===== src/cstim_consts.vh =====
/*
 * Register offsets, field positions, reset values and timing counts
 * for the clock select and interval timer block.
 * Assumes inclusion by bare name from the design files.
 */
`ifndef CSTIM_CONSTS_VH
`define CSTIM_CONSTS_VH

////////////////////////////////////////////////////////////////////////////////
// Register offsets (9-bit address, bit 8 is the second bank)
`define CSTIM_ADDR_CPU_USB_CLOCK_CONFIG 9'h030
`define CSTIM_ADDR_TIMER_CLOCK_CONFIG   9'h031
`define CSTIM_ADDR_CLOCK_OUTPUT_CONFIG  9'h032
`define CSTIM_ADDR_USB_LOCK_TRIM_CONFIG 9'h039
`define CSTIM_ADDR_OSC_CONTROL_ZERO     9'h1e0
`define CSTIM_ADDR_RELOAD_LOW           9'h01b
`define CSTIM_ADDR_RELOAD_HIGH          9'h01c

////////////////////////////////////////////////////////////////////////////////
// Reset values
`define CSTIM_RST_CPU_USB_CLOCK_CONFIG  8'h00
`define CSTIM_RST_TIMER_CLOCK_CONFIG    8'h8f
`define CSTIM_RST_CLOCK_OUTPUT_CONFIG   8'h00
`define CSTIM_RST_USB_LOCK_TRIM_CONFIG  8'h00
`define CSTIM_RST_OSC_CONTROL_ZERO      8'h00
`define CSTIM_RST_RELOAD                12'h000

////////////////////////////////////////////////////////////////////////////////
// Field positions
`define CSTIM_CPU_SRC_BIT               0
`define CSTIM_USB_SRC_BIT               5
`define CSTIM_USB_NODIV_BIT             6
`define CSTIM_CAP_DIV_HI                7
`define CSTIM_CAP_DIV_LO                6
`define CSTIM_CAP_SRC_HI                5
`define CSTIM_CAP_SRC_LO                4
`define CSTIM_INT_DIV_HI                3
`define CSTIM_INT_DIV_LO                2
`define CSTIM_INT_SRC_HI                1
`define CSTIM_INT_SRC_LO                0
`define CSTIM_SPEED_HI                  2
`define CSTIM_SPEED_LO                  0
`define CSTIM_SLEEP_TMR_HI              4
`define CSTIM_SLEEP_TMR_LO              3
`define CSTIM_MONITOR_HOLD_BIT          5
`define CSTIM_LOCK_DISABLE_BIT          0
`define CSTIM_FINE_ONLY_BIT             1

////////////////////////////////////////////////////////////////////////////////
// Source codes
`define CSTIM_SRC_OSC24                 2'h0
`define CSTIM_SRC_EXT                   2'h1
`define CSTIM_SRC_OSC32                 2'h2
`define CSTIM_SRC_ALT                   2'h3

////////////////////////////////////////////////////////////////////////////////
// Timing: fixed interval tick
`define CSTIM_FIXED_TICK_US             1024
`define CSTIM_FIXED_TICK_BASE_MHZ       4
`define CSTIM_FIXED_TICK_COUNT          (`CSTIM_FIXED_TICK_US * `CSTIM_FIXED_TICK_BASE_MHZ)
// Last count of the fixed tick, FIXED_TICK_COUNT minus one
`define CSTIM_FIXED_TICK_LAST           13'h0fff

`endif


===== src/cstim_div.v =====
/*
 * Edge-counting clock divider with glitch-free divisor updates.
 * Assumes src_tick marks one rising edge of src_level, both on ref_clk.
 */
`timescale 1ns/10ps

module cstim_div #(
	parameter CNT_W = 8
) (
	input  wire             ref_clk,
	input  wire             rst_n,
	input  wire             src_tick,
	input  wire             src_level,
	input  wire [CNT_W-1:0] divisor,
	input  wire             restart,
	output reg              div_clk,
	output reg              div_tick
);

	reg  [CNT_W-1:0] cnt;
	reg  [CNT_W-1:0] cur_div;
	reg  [CNT_W-1:0] next_cnt;
	reg  [CNT_W-1:0] next_div;
	reg              wrap;
	wire [CNT_W-1:0] half;

	////////////////////////////////////////////////////////////////////////////
	// Divisor changes only at period boundary or on restart
	always @* begin
		wrap     = src_tick && (cnt == cur_div - {{(CNT_W-1){1'b0}}, 1'b1});
		next_cnt = wrap ? {CNT_W{1'b0}} : cnt + {{(CNT_W-1){1'b0}}, 1'b1};
		next_div = wrap ? divisor : cur_div;
	end

	assign half = (next_div + {{(CNT_W-1){1'b0}}, 1'b1}) >> 1;

	always @(posedge ref_clk) begin
		if (!rst_n) begin
			cnt      <= {CNT_W{1'b0}};
			cur_div  <= {{(CNT_W-1){1'b0}}, 1'b1};
			div_clk  <= 1'b0;
			div_tick <= 1'b0;
		end else if (restart || divisor == {CNT_W{1'b0}}) begin
			// Restart holds output low, no runt pulse
			cnt      <= {CNT_W{1'b0}};
			cur_div  <= (divisor == {CNT_W{1'b0}}) ? {{(CNT_W-1){1'b0}}, 1'b1} : divisor;
			div_clk  <= 1'b0;
			div_tick <= 1'b0;
		end else begin
			div_tick <= wrap;
			if (src_tick) begin
				cnt     <= next_cnt;
				cur_div <= next_div;
			end
			if (next_div == {{(CNT_W-1){1'b0}}, 1'b1})
				div_clk <= src_level;
			else if (src_tick)
				div_clk <= (next_cnt < half);
		end
	end

endmodule // cstim_div


===== src/cstim_top.v =====
/*
 * Clock selection, CPU and timer timebase division, USB oscillator
 * lock control, 12-bit interval timer and clock output selection.
 * Assumes all oscillator and pin inputs are sampled levels synchronous
 * to ref_clk, and the CPU register port is synchronous to ref_clk.
 */
`timescale 1ns/10ps
`include "cstim_consts.vh"

// Contract
// CPU speed field resets to zero, 3 MHz
// Speed codes divide by 8,4,2,1,16,32,128
// Monitor bit keeps supply detectors on asleep
// Detector duty independent of sleep interval
// Firmware keeps CPU clock above USB/8
// Firmware sets bank flag before control zero
// Lock runs only with internal USB source
// Lock disable bit stops packet trimming
// Fine-only bit blocks coarse retuning
// Capture divider codes divide 2,4,6,8
// Capture source internal, external, slow, off
// Interval prescaler codes divide 1,2,3,4
// Interval source internal, external, slow, capture
// Timer config resets to capture/six, interval/four
// 12-bit down counter reloads after zero
// Interrupt request on every reload
// Reload never taken from half-written value
// Fixed tick counts capture timebase at 4 MHz
// Clock output select, reset to internal
// CPU source internal or external before divider
// USB clock 12 MHz, optional divide by two
// Sleep forces CPU source to internal, stops oscillator
// Clock switching produces no runt pulses; clock output select changes clock_output_pin source at once, no guard
module cstim_top #(
	parameter TIMER_W = 12
) (
	input  wire       ref_clk,
	input  wire       rst_n,
	input  wire       osc24_in,
	input  wire       osc32_in,
	input  wire       external_clock_pin,
	input  wire [8:0] cpu_addr,
	input  wire [7:0] cpu_wdata,
	input  wire       cpu_wr,
	input  wire       cpu_rd,
	input  wire       extended_io_bank_flag,
	input  wire       sleep_active,
	input  wire       sleep_duty_on,
	input  wire       usb_packet_seen,
	output reg  [7:0] cpu_rdata,
	output wire       processor_clock,
	output wire       usb_engine_clock,
	output wire       capture_timebase,
	output wire       interval_timebase,
	output reg        clock_output_pin,
	output reg        interval_irq,
	output reg        fixed_tick,
	output wire       supply_monitor_enable,
	output wire       osc24_stop,
	output wire [1:0] sleep_interval_sel,
	output wire       osc_lock_enable,
	output wire       osc_coarse_enable,
	output wire       osc_trim_strobe
);

	reg  [7:0]         cpu_usb_clock_config;
	reg  [7:0]         timer_clock_config;
	reg  [7:0]         clock_output_config;
	reg  [7:0]         usb_lock_trim_config;
	reg  [7:0]         oscillator_control_zero;
	reg  [TIMER_W-1:0] interval_reload_value;
	reg  [7:0]         reload_low_stage;
	reg  [TIMER_W-1:0] interval_count;
	reg  [12:0]        fixed_count;
	reg                osc24_q, osc32_q, ext_q;
	reg                osc24_prev, osc32_prev, ext_prev;
	reg                cpu_src_prev;
	reg                usb_src_prev;
	reg  [1:0]         cap_src_prev;
	reg  [1:0]         int_src_prev;
	reg  [7:0]         cpu_divisor;
	reg                cap_src_tick, cap_src_level;
	reg                int_src_tick, int_src_level;
	wire               osc24_tick, osc32_tick, ext_tick;
	wire               bank0_wr;
	wire               cpu_src_ext;
	wire               usb_src_ext;
	wire [1:0]         cap_src, int_src;
	wire [1:0]         cap_div_code;
	wire [1:0]         int_div_code;
	wire [3:0]         cap_divisor;
	wire [2:0]         int_divisor;
	wire [1:0]         usb_divisor;
	wire               cap_tick, int_tick;
	wire               cpu_src_tick, cpu_src_level;

	////////////////////////////////////////////////////////////////////////////
	// Source sampling, edge detect, select history
	always @(posedge ref_clk) begin
		if (!rst_n) begin
			osc24_q    <= 1'b0;
			osc32_q    <= 1'b0;
			ext_q      <= 1'b0;
			osc24_prev <= 1'b0;
			osc32_prev <= 1'b0;
			ext_prev   <= 1'b0;
			cpu_src_prev <= 1'b0;
			usb_src_prev <= 1'b0;
			cap_src_prev <= `CSTIM_SRC_OSC24;
			int_src_prev <= `CSTIM_SRC_ALT;
		end else begin
			osc24_q    <= osc24_in;
			osc32_q    <= osc32_in;
			ext_q      <= external_clock_pin;
			osc24_prev <= osc24_q;
			osc32_prev <= osc32_q;
			ext_prev   <= ext_q;
			cpu_src_prev <= cpu_src_ext;
			usb_src_prev <= usb_src_ext;
			cap_src_prev <= cap_src;
			int_src_prev <= int_src;
		end
	end

	assign osc24_tick = osc24_q & ~osc24_prev;
	assign osc32_tick = osc32_q & ~osc32_prev;
	assign ext_tick   = ext_q & ~ext_prev;

	////////////////////////////////////////////////////////////////////////////
	// Register writes
	assign bank0_wr = cpu_wr & ~extended_io_bank_flag;

	always @(posedge ref_clk) begin
		if (!rst_n) begin
			cpu_usb_clock_config    <= `CSTIM_RST_CPU_USB_CLOCK_CONFIG;
			timer_clock_config      <= `CSTIM_RST_TIMER_CLOCK_CONFIG;
			clock_output_config     <= `CSTIM_RST_CLOCK_OUTPUT_CONFIG;
			usb_lock_trim_config    <= `CSTIM_RST_USB_LOCK_TRIM_CONFIG;
			oscillator_control_zero <= `CSTIM_RST_OSC_CONTROL_ZERO;
			interval_reload_value   <= `CSTIM_RST_RELOAD;
			reload_low_stage        <= 8'h00;
		end else begin
			if (bank0_wr && cpu_addr == `CSTIM_ADDR_CPU_USB_CLOCK_CONFIG)
				cpu_usb_clock_config <= cpu_wdata & 8'h61;
			if (sleep_active)
				cpu_usb_clock_config[`CSTIM_CPU_SRC_BIT] <= 1'b0;
			if (bank0_wr && cpu_addr == `CSTIM_ADDR_TIMER_CLOCK_CONFIG)
				timer_clock_config <= cpu_wdata;
			if (bank0_wr && cpu_addr == `CSTIM_ADDR_CLOCK_OUTPUT_CONFIG)
				clock_output_config <= cpu_wdata & 8'h03;
			if (bank0_wr && cpu_addr == `CSTIM_ADDR_USB_LOCK_TRIM_CONFIG)
				usb_lock_trim_config <= cpu_wdata & 8'h03;
			// Second bank only when flag set
			if (cpu_wr && extended_io_bank_flag && cpu_addr == `CSTIM_ADDR_OSC_CONTROL_ZERO)
				oscillator_control_zero <= cpu_wdata & 8'h3f;
			if (bank0_wr && cpu_addr == `CSTIM_ADDR_RELOAD_LOW)
				reload_low_stage <= cpu_wdata;
			// Commit whole value on high byte only
			if (bank0_wr && cpu_addr == `CSTIM_ADDR_RELOAD_HIGH)
				interval_reload_value <= {cpu_wdata[3:0], reload_low_stage};
		end
	end

	////////////////////////////////////////////////////////////////////////////
	// Register reads
	always @(posedge ref_clk) begin
		if (!rst_n) begin
			cpu_rdata <= 8'h00;
		end else if (cpu_rd) begin
			cpu_rdata <= 8'h00;
			if (extended_io_bank_flag) begin
				if (cpu_addr == `CSTIM_ADDR_OSC_CONTROL_ZERO)
					cpu_rdata <= oscillator_control_zero;
			end else begin
				case (cpu_addr)
				`CSTIM_ADDR_CPU_USB_CLOCK_CONFIG: cpu_rdata <= cpu_usb_clock_config;
				`CSTIM_ADDR_TIMER_CLOCK_CONFIG:   cpu_rdata <= timer_clock_config;
				`CSTIM_ADDR_CLOCK_OUTPUT_CONFIG:  cpu_rdata <= clock_output_config;
				`CSTIM_ADDR_USB_LOCK_TRIM_CONFIG: cpu_rdata <= usb_lock_trim_config;
				`CSTIM_ADDR_RELOAD_LOW:           cpu_rdata <= interval_reload_value[7:0];
				`CSTIM_ADDR_RELOAD_HIGH:          cpu_rdata <= {4'h0, interval_reload_value[11:8]};
				default:                          cpu_rdata <= 8'h00;
				endcase
			end
		end
	end

	////////////////////////////////////////////////////////////////////////////
	// Sleep and supply monitor
	assign supply_monitor_enable = ~sleep_active
		| oscillator_control_zero[`CSTIM_MONITOR_HOLD_BIT]
		| sleep_duty_on;
	assign sleep_interval_sel = oscillator_control_zero[`CSTIM_SLEEP_TMR_HI:`CSTIM_SLEEP_TMR_LO];
	assign osc24_stop = sleep_active;

	////////////////////////////////////////////////////////////////////////////
	// CPU clock
	assign cpu_src_ext   = cpu_usb_clock_config[`CSTIM_CPU_SRC_BIT];
	assign cpu_src_tick  = cpu_src_ext ? ext_tick : osc24_tick;
	assign cpu_src_level = cpu_src_ext ? ext_q : osc24_q;

	always @* begin
		case (oscillator_control_zero[`CSTIM_SPEED_HI:`CSTIM_SPEED_LO])
		3'h0:    cpu_divisor = 8'h08;
		3'h1:    cpu_divisor = 8'h04;
		3'h2:    cpu_divisor = 8'h02;
		3'h3:    cpu_divisor = 8'h01;
		3'h4:    cpu_divisor = 8'h10;
		3'h5:    cpu_divisor = 8'h20;
		3'h6:    cpu_divisor = 8'h80;
		default: cpu_divisor = 8'h08;
		endcase
	end

	cstim_div #(.CNT_W(8)) u_cpu_div (
		.ref_clk   (ref_clk),
		.rst_n     (rst_n),
		.src_tick  (cpu_src_tick),
		.src_level (cpu_src_level),
		.divisor   (cpu_divisor),
		.restart   (cpu_src_prev != cpu_src_ext),
		.div_clk   (processor_clock),
		.div_tick  ()
	);

	////////////////////////////////////////////////////////////////////////////
	// USB clock and oscillator lock
	assign usb_src_ext = cpu_usb_clock_config[`CSTIM_USB_SRC_BIT];
	assign usb_divisor = (usb_src_ext && cpu_usb_clock_config[`CSTIM_USB_NODIV_BIT]) ?
		2'h1 : 2'h2;

	cstim_div #(.CNT_W(2)) u_usb_div (
		.ref_clk   (ref_clk),
		.rst_n     (rst_n),
		.src_tick  (usb_src_ext ? ext_tick : osc24_tick),
		.src_level (usb_src_ext ? ext_q : osc24_q),
		.divisor   (usb_divisor),
		.restart   (usb_src_prev != usb_src_ext),
		.div_clk   (usb_engine_clock),
		.div_tick  ()
	);

	assign osc_lock_enable = ~usb_src_ext
		& ~usb_lock_trim_config[`CSTIM_LOCK_DISABLE_BIT];
	assign osc_coarse_enable = osc_lock_enable
		& ~usb_lock_trim_config[`CSTIM_FINE_ONLY_BIT];
	assign osc_trim_strobe = osc_lock_enable & usb_packet_seen;

	////////////////////////////////////////////////////////////////////////////
	// Capture timebase
	assign cap_src      = timer_clock_config[`CSTIM_CAP_SRC_HI:`CSTIM_CAP_SRC_LO];
	assign cap_div_code = timer_clock_config[`CSTIM_CAP_DIV_HI:`CSTIM_CAP_DIV_LO];
	// Zero divisor parks the divider when disabled
	assign cap_divisor  = (cap_src == `CSTIM_SRC_ALT) ? 4'h0 :
		{1'b0, cap_div_code, 1'b0} + 4'h2;

	always @* begin
		case (cap_src)
		`CSTIM_SRC_OSC24: begin
			cap_src_tick  = osc24_tick;
			cap_src_level = osc24_q;
		end
		`CSTIM_SRC_EXT: begin
			cap_src_tick  = ext_tick;
			cap_src_level = ext_q;
		end
		`CSTIM_SRC_OSC32: begin
			cap_src_tick  = osc32_tick;
			cap_src_level = osc32_q;
		end
		default: begin
			cap_src_tick  = 1'b0;
			cap_src_level = 1'b0;
		end
		endcase
	end

	cstim_div #(.CNT_W(4)) u_cap_div (
		.ref_clk   (ref_clk),
		.rst_n     (rst_n),
		.src_tick  (cap_src_tick),
		.src_level (cap_src_level),
		.divisor   (cap_divisor),
		.restart   (cap_src_prev != cap_src),
		.div_clk   (capture_timebase),
		.div_tick  (cap_tick)
	);

	////////////////////////////////////////////////////////////////////////////
	// Interval timebase
	assign int_src      = timer_clock_config[`CSTIM_INT_SRC_HI:`CSTIM_INT_SRC_LO];
	assign int_div_code = timer_clock_config[`CSTIM_INT_DIV_HI:`CSTIM_INT_DIV_LO];
	assign int_divisor  = {1'b0, int_div_code} + 3'h1;

	always @* begin
		case (int_src)
		`CSTIM_SRC_OSC24: begin
			int_src_tick  = osc24_tick;
			int_src_level = osc24_q;
		end
		`CSTIM_SRC_EXT: begin
			int_src_tick  = ext_tick;
			int_src_level = ext_q;
		end
		`CSTIM_SRC_OSC32: begin
			int_src_tick  = osc32_tick;
			int_src_level = osc32_q;
		end
		default: begin
			int_src_tick  = cap_tick;
			int_src_level = capture_timebase;
		end
		endcase
	end

	cstim_div #(.CNT_W(3)) u_int_div (
		.ref_clk   (ref_clk),
		.rst_n     (rst_n),
		.src_tick  (int_src_tick),
		.src_level (int_src_level),
		.divisor   (int_divisor),
		.restart   (int_src_prev != int_src),
		.div_clk   (interval_timebase),
		.div_tick  (int_tick)
	);

	////////////////////////////////////////////////////////////////////////////
	// Interval down counter and fixed tick
	always @(posedge ref_clk) begin
		if (!rst_n) begin
			interval_count <= {TIMER_W{1'b0}};
			interval_irq   <= 1'b0;
			fixed_count    <= 13'h0000;
			fixed_tick     <= 1'b0;
		end else begin
			interval_irq <= 1'b0;
			fixed_tick   <= 1'b0;
			if (int_tick) begin
				if (interval_count == {TIMER_W{1'b0}}) begin
					interval_count <= interval_reload_value;
					interval_irq   <= 1'b1;
				end else begin
					interval_count <= interval_count - {{(TIMER_W-1){1'b0}}, 1'b1};
				end
			end
			if (cap_tick) begin
				if (fixed_count == `CSTIM_FIXED_TICK_LAST) begin
					fixed_count <= 13'h0000;
					fixed_tick  <= 1'b1;
				end else begin
					fixed_count <= fixed_count + 13'h0001;
				end
			end
		end
	end

	////////////////////////////////////////////////////////////////////////////
	// Clock output select
	always @(posedge ref_clk) begin
		if (!rst_n) begin
			clock_output_pin <= 1'b0;
		end else begin
			case (clock_output_config[1:0])
			`CSTIM_SRC_OSC24: clock_output_pin <= osc24_q;
			`CSTIM_SRC_EXT:   clock_output_pin <= ext_q;
			`CSTIM_SRC_OSC32: clock_output_pin <= osc32_q;
			default:          clock_output_pin <= processor_clock;
			endcase
		end
	end

endmodule // cstim_top


===== config.mk =====
export PLATFORM = sky130hd
export DESIGN_NAME = cstim_top
export DESIGN_NICKNAME = d
export VERILOG_FILES = /design/src/cstim_div.v /design/src/cstim_top.v
export VERILOG_INCLUDE_DIRS = /design/src
export SDC_FILE = /design/constraint.sdc
export NUM_CORES = 1
export LEC_CHECK = 0
export ABC_AREA = 1
export CORE_MARGIN = 2
export CORE_UTILIZATION = 55
export DETAILED_ROUTE_END_ITERATION = 12
export DONT_BUFFER_PORTS = 1
export GPL_TIMING_DRIVEN = 0
export PLACE_DENSITY = 0.75
export SLEW_MARGIN = 20
export SYNTH_ARGS = -nofsm -noshare
export SYNTH_HDL_FRONTEND = slang
export SYNTH_HIERARCHICAL = 1
export SYNTH_SLANG_ARGS = --single-unit
export TNS_END_PERCENT = 5

===== constraint.sdc =====
create_clock -name ref_clk -period 5.8 [get_ports ref_clk]
set_input_delay 0.87 -clock ref_clk [delete_from_list [all_inputs] [get_ports ref_clk]]
set_output_delay 0.87 -clock ref_clk [all_outputs]
set_load 0.03 [all_outputs]

After elaboration in Yosys (flattened, before gate mapping)
Cells that the tools add are included.
{"block": "word_totals", "regBits": 129, "latchBits": 0, "ramBits": 0, "rom_bits": 0, "inputBits": 28, "out_inout_bits": 22, "word_cells": 196, "mem_count": 0}
{"block": "op_classes", "addsub": 16, "n_mul": 0, "div_mod_pow": 0, "n_lt_le_gt_ge": 4, "n_eq_ne": 33, "shifts": 0, "muxes": 47, "bitwise": 18, "reduce_logical": 40}
{"operator": "case mux 8 bit (6 select lines)", "n": 2}
{"operator": "2-to-1 mux 8 bit", "n": 6}
{"operator": "== test 9 x 6 -> 1 bit, second input constant", "n": 4}
{"operator": "2-to-1 mux 4 bit", "n": 6}
{"operator": "== test 9 x 5 -> 1 bit, second input constant", "n": 2}
{"operator": "adder 8 x 1 -> 8 bit, second input constant", "n": 2}
{"operator": "nonzero test 2 bit", "n": 8}
{"operator": "2-to-1 mux 3 bit", "n": 5}
{"operator": "case mux 1 bit (3 select lines)", "n": 5}
{"operator": "2-to-1 mux 1 bit", "n": 14}
{"operator": "adder 13 x 1 -> 13 bit, second input constant", "n": 1}
{"operator": "== test 13 x 12 -> 1 bit, second input constant", "n": 1}
{"operator": "logical AND 1 bit", "n": 13}
{"operator": "2-to-1 mux 13 bit", "n": 1}
{"operator": "logical NOT 12 bit", "n": 1}
{"operator": "2-to-1 mux 12 bit", "n": 1}
{"operator": "2-to-1 mux 2 bit", "n": 6}
{"operator": "subtractor 12 x 1 -> 12 bit, second input constant", "n": 1}
{"operator": "OR reduction 2 bit", "n": 5}
{"operator": "== test 3 bit, second input constant", "n": 3}
{"operator": "== test 9 bit, second input constant", "n": 1}
{"operator": "NOT 1 bit", "n": 9}
{"operator": "adder 4 x 1 -> 4 bit, second input constant", "n": 2}
{"operator": "== test 2 x 1 -> 1 bit, second input constant", "n": 4}
{"operator": "32 further kinds", "n": 55}

Longest topological paths before layout
{"block": "logic_depth", "depth_word": 9, "mapped_depth": 27}

Modules after synthesis
The synthesis kept the hierarchy.
{"mod": "cstim_top", "instances": 1, "cells_each": 631, "area_each_um2": 4448.0}
{"mod": "cstim_div (u_cpu_div)", "instances": 1, "cells_each": 251, "area_each_um2": 1547.7}
{"mod": "cstim_div (u_cap_div)", "instances": 1, "cells_each": 119, "area_each_um2": 770.7}
{"mod": "cstim_div (u_int_div)", "instances": 1, "cells_each": 88, "area_each_um2": 609.3}
{"mod": "cstim_div (u_usb_div)", "instances": 1, "cells_each": 57, "area_each_um2": 399.1}

Worst setup path before layout
No wires, ideal clock.
{"block": "synth_path", "kind": "register to register", "start": "reg ext_q", "end": "reg u_cpu_div.div_clk", "setup_ns": 0.070, "t_arrival_ns": 3.169, "path_slack_ns": 2.561, "path_stages_with_launch": 24, "path_buffers": 1, "path_cell_list": "dfxtp_1 inv_1 nor2_1 inv_1 o22ai_1 inv_2 a21oi_1 nand3_1 nor2_1 nand2_1 nor2_4 nand2_4 buf_6 nand2_1 o21ai_2 inv_1 nand4_4 nor2_4 xnor2_1 ha_1 a21o_1 a2111oi_0 nand2_1 a21oi_1"}
{"block": "synth_between", "elab_chain_cells": 8, "word_cells_on_any_way": 12, "cone_classes": "add/sub: 1; order compare: 1; eq/ne: 1; mux: 6; bitwise: 1; reduce/logical: 2"}
{"item": "start, declared", "line_no": "cstim_top.v:75", "text": "reg osc24_q, osc32_q, ext_q;"}
{"item": "start signal, assigned", "line_no": "cstim_top.v:114", "text": "ext_q <= external_clock_pin;"}
{"item": "AND 1 bit *", "line_no": "cstim_top.v:127", "text": "assign ext_tick = ext_q & ~ext_prev;"}
{"item": "2-to-1 mux 1 bit *", "line_no": "cstim_top.v:199", "text": "assign cpu_src_tick = cpu_src_ext ? ext_tick : osc24_tick;"}
{"item": "net cpu_src_tick", "line_no": "cstim_top.v:95", "text": "wire cpu_src_tick, cpu_src_level;"}
{"item": "logical AND 1 bit", "line_no": "cstim_div.v:30", "text": "wrap = src_tick && (cnt == cur_div - {{(CNT_W-1){1'b0}}, 1'b1});"}
{"item": "2-to-1 mux 8 bit", "line_no": "cstim_div.v:32", "text": "next_div = wrap ? divisor : cur_div;"}
{"item": "adder 8 x 1 -> 8 bit", "line_no": "cstim_div.v:35", "text": "assign half = (next_div + {{(CNT_W-1){1'b0}}, 1'b1}) >> 1;"}
{"item": "less-than comparator 8 x 7 -> 1 bit", "line_no": "cstim_div.v:58", "text": "div_clk <= (next_cnt < half);"}
{"item": "2-to-1 mux 1 bit", "line_no": "cstim_div.v:57", "text": "else if (src_tick)"}
{"item": "2-to-1 mux 1 bit", "line_no": "cstim_div.v:55", "text": "if (next_div == {{(CNT_W-1){1'b0}}, 1'b1})"}
{"item": "end signal, assigned", "line_no": "cstim_div.v:56", "text": "div_clk <= src_level;"}
{"item": "end signal, assigned", "line_no": "cstim_div.v:58"}
{"item": "end, declared", "line_no": "cstim_div.v:16", "text": "output reg div_clk,"}
The timed path passes the listed nets; every way through them passes the cells marked *. The select of a mux whose other input is x is not followed.
A chain may end at the register's enable or synchronous reset.

Final worst setup path
Same ends and word-level chain as after synthesis.

==> results.tsv <==
metric	value	unit
status	completed	
setup_viol	0	
fin_crit_sh	0.660	
cp.required	6.15	ns
cts_resized	0	
coreArea	13800	sq um
grt_overflow	0	
cts_tree	done	
die_area	15000	sq um
rsz0062_at_grt	false	
fillers	1266	
clockBufferDepth	2	
antennaDiodeCount	0	
port_buffers	0	
stdcell_count	1357	
die_h	123	um
vdd_drop_max	0.000281	V
cp.arrival	4.18	ns
fin_crit	3.83	ns
ios	50	
ant_nets	0	
crit_type	reg2reg	
grt_max_degree	17	
worst_setup_path_end_kind	flip-flop	
dr.pass1.iters	6	
antenna_found_initial	0	
syn_area_per_cell	6.77	sq um
worstPathMaxFanout	7	
syn2layout_area_growth	10.2	%
whs	0.458	ns
root_buffer	clkbuf_16	
vias	7185	
start_util	0.559	
postCtsSetupBuffers	0	
leakage	3.85	nW
track_usage	0.266	
nets	1217	
drv_cap	0	
cts_sinks	129	
layout-drive-gt1-share	0.117	
holdPathStages	2	
drt-total-wl	19.0	mm
cts.clk_slew.worst_paths	0.06	ns
clock_skew	0.0120	ns
setup_tns	0	ns
ctsHoldBuffers	0	
hold_class	reg2reg	
dieWidth	123	um
critPathLaunchType	flip-flop	
grt_pass1_wl	31.5	mm
place_inst	1326	
cellPowerDensity	274	nW/um^2
r2r_cells	22	
clkLatencyLatePin	0.42	ns
final_hold_viol_count	0	
via_per_inst	5.29	
syn_area	7730	sq um
relSlewSlack	0.338	
dpl.hpwl	14.2	mm
post-route-util	0.616	
place_congestion	0.929	
maxSlewViolCount	0	
max_freq	261	MHz
htreeDepth	4	
wl_per_cell	14.0	um
rows	43	
drc_errors	0	
drtIter0Drc	460	
r2r_slack	1.97	ns
cts_inserted_buffers	17	
synthCells	1142	
grt_pass1_vias	6736	
yosys_warnings	6	
max_slew.worst_pin.slew	0.985	ns
-- critical path: stages (launching register included) --
cell	delay, ns
dfxtp_1	0.39
inv_1	0.10
nor2_1	0.19
inv_1	0.10
o22ai_1	0.30
inv_2	0.16
a21oi_1	0.14
nand3_1	0.10
nor2_1	0.11
nand2_1	0.08
nor2_4	0.15
nand2_4	0.08
inv_1	0.16
nand2_1	0.09
o21ai_2	0.15
nand4_4	0.17
nor2_4	0.12
xnor2_1	0.13
ha_1	0.26
a21o_1	0.16
a2111oi_0	0.40
nand2_1	0.10
a21oi_1	0.12
-- routing by layer --
| layer | up-vias | part of all wire | GRT usage |
|---|---|---|---|
| li1 | 3740 | - | - |
| met1 | 3221 | 0.44 | 0.321 |
| met2 | 191 | 0.48 | 0.456 |
| met3 | 33 | 0.058 | 0.0697 |
| met4 | 0 | 0.022 | 0.0963 |
| met5 | - | 0 | 0 |
-- worst paths after layout --
check,endpoint,startpoint
worst max-delay path,u_cpu_div/div_clk$_SDFFE_PP0P_,ext_q$_SDFF_PN0_
worst min-delay path,reload_low_stage[3]$_SDFFE_PN0P_,reload_low_stage[3]$_SDFFE_PN0P_
worst max register to register,u_cpu_div/div_clk$_SDFFE_PP0P_,ext_q$_SDFF_PN0_
worst min register to register,reload_low_stage[3]$_SDFFE_PN0P_,reload_low_stage[3]$_SDFFE_PN0P_
-- power by group --
group,internal [W],switching (W),leakage (nW)
Combinational,0.000131,0.000230,2.54
Clock,0.000601,0.000408,0.259
Sequential,0.000915,0.0000502,1.05
Total,0.00165,0.000688,3.85
-- stage by stage --
| stage | area (sq um) | worst slack [ns] | total power [W] |
|---|---|---|---|
| finish | 8520 | 1.97 | 0.00234 |
| floorplan | 7740 | 2.56 | 0.00127 |
| global placement | 7970 | 2.04 | 0.00133 |
| global route | 8520 | 1.49 | 0.00245 |
| detailed placement | 7970 | 2.03 | 0.00134 |
| CTS | 8520 | 2.01 | 0.00235 |
-- cell type report --
type / instances / area, sq um / area share
clock buffers: 20 / 447 / 0.0524
well taps: 180 / 225 / 0.0264
plain buffers: 32 / 180 / 0.0211
clock inverters: 11 / 105 / 0.0123
inverters: 169 / 634 / 0.0745
flip-flops and latches: 129 / 2580 / 0.303
multi-input cells: 816 / 4350 / 0.510
-- cell usage in the layout (no fill, tap or decap), types with 12 or more instances in the layout --
cell type  count
nand2_1      258
a21oi_1       91
nor2_2        14
nand2_2       22
clkbuf_1      17
o21ai_0       51
dfxtp_1      129
ha_1          24
inv_1        157
xnor2_1       13
xor2_1        19
nor3_1        17
nand3_1       95
o21ai_1       15
nor2_1        91
clkbuf_16     17
o211ai_1      12
-- flip-flops by register name, summed over array words and instances (netlist names), 2 cells and up --
| name | cells |
|---|---|
| fixed_count | 13 |
| timer_clock_config | 8 |
| cap_src_prev | 2 |
| int_src_prev | 2 |
| u_usb_div/cnt | 2 |
| cpu_usb_clock_config | 3 |
| oscillator_control_zero | 6 |
| cpu_rdata | 8 |
| interval_reload_value | 12 |
| u_cap_div/cur_div | 4 |
| u_cpu_div/cnt | 8 |
| clock_output_config | 2 |
| u_usb_div/cur_div | 2 |
| u_int_div/cnt | 3 |
| u_int_div/cur_div | 3 |
| usb_lock_trim_config | 2 |
| u_cap_div/cnt | 4 |
| reload_low_stage | 8 |
| u_cpu_div/cur_div | 8 |
| interval_count | 12 |
No activity file was read; power rests on OpenSTA's default activity.
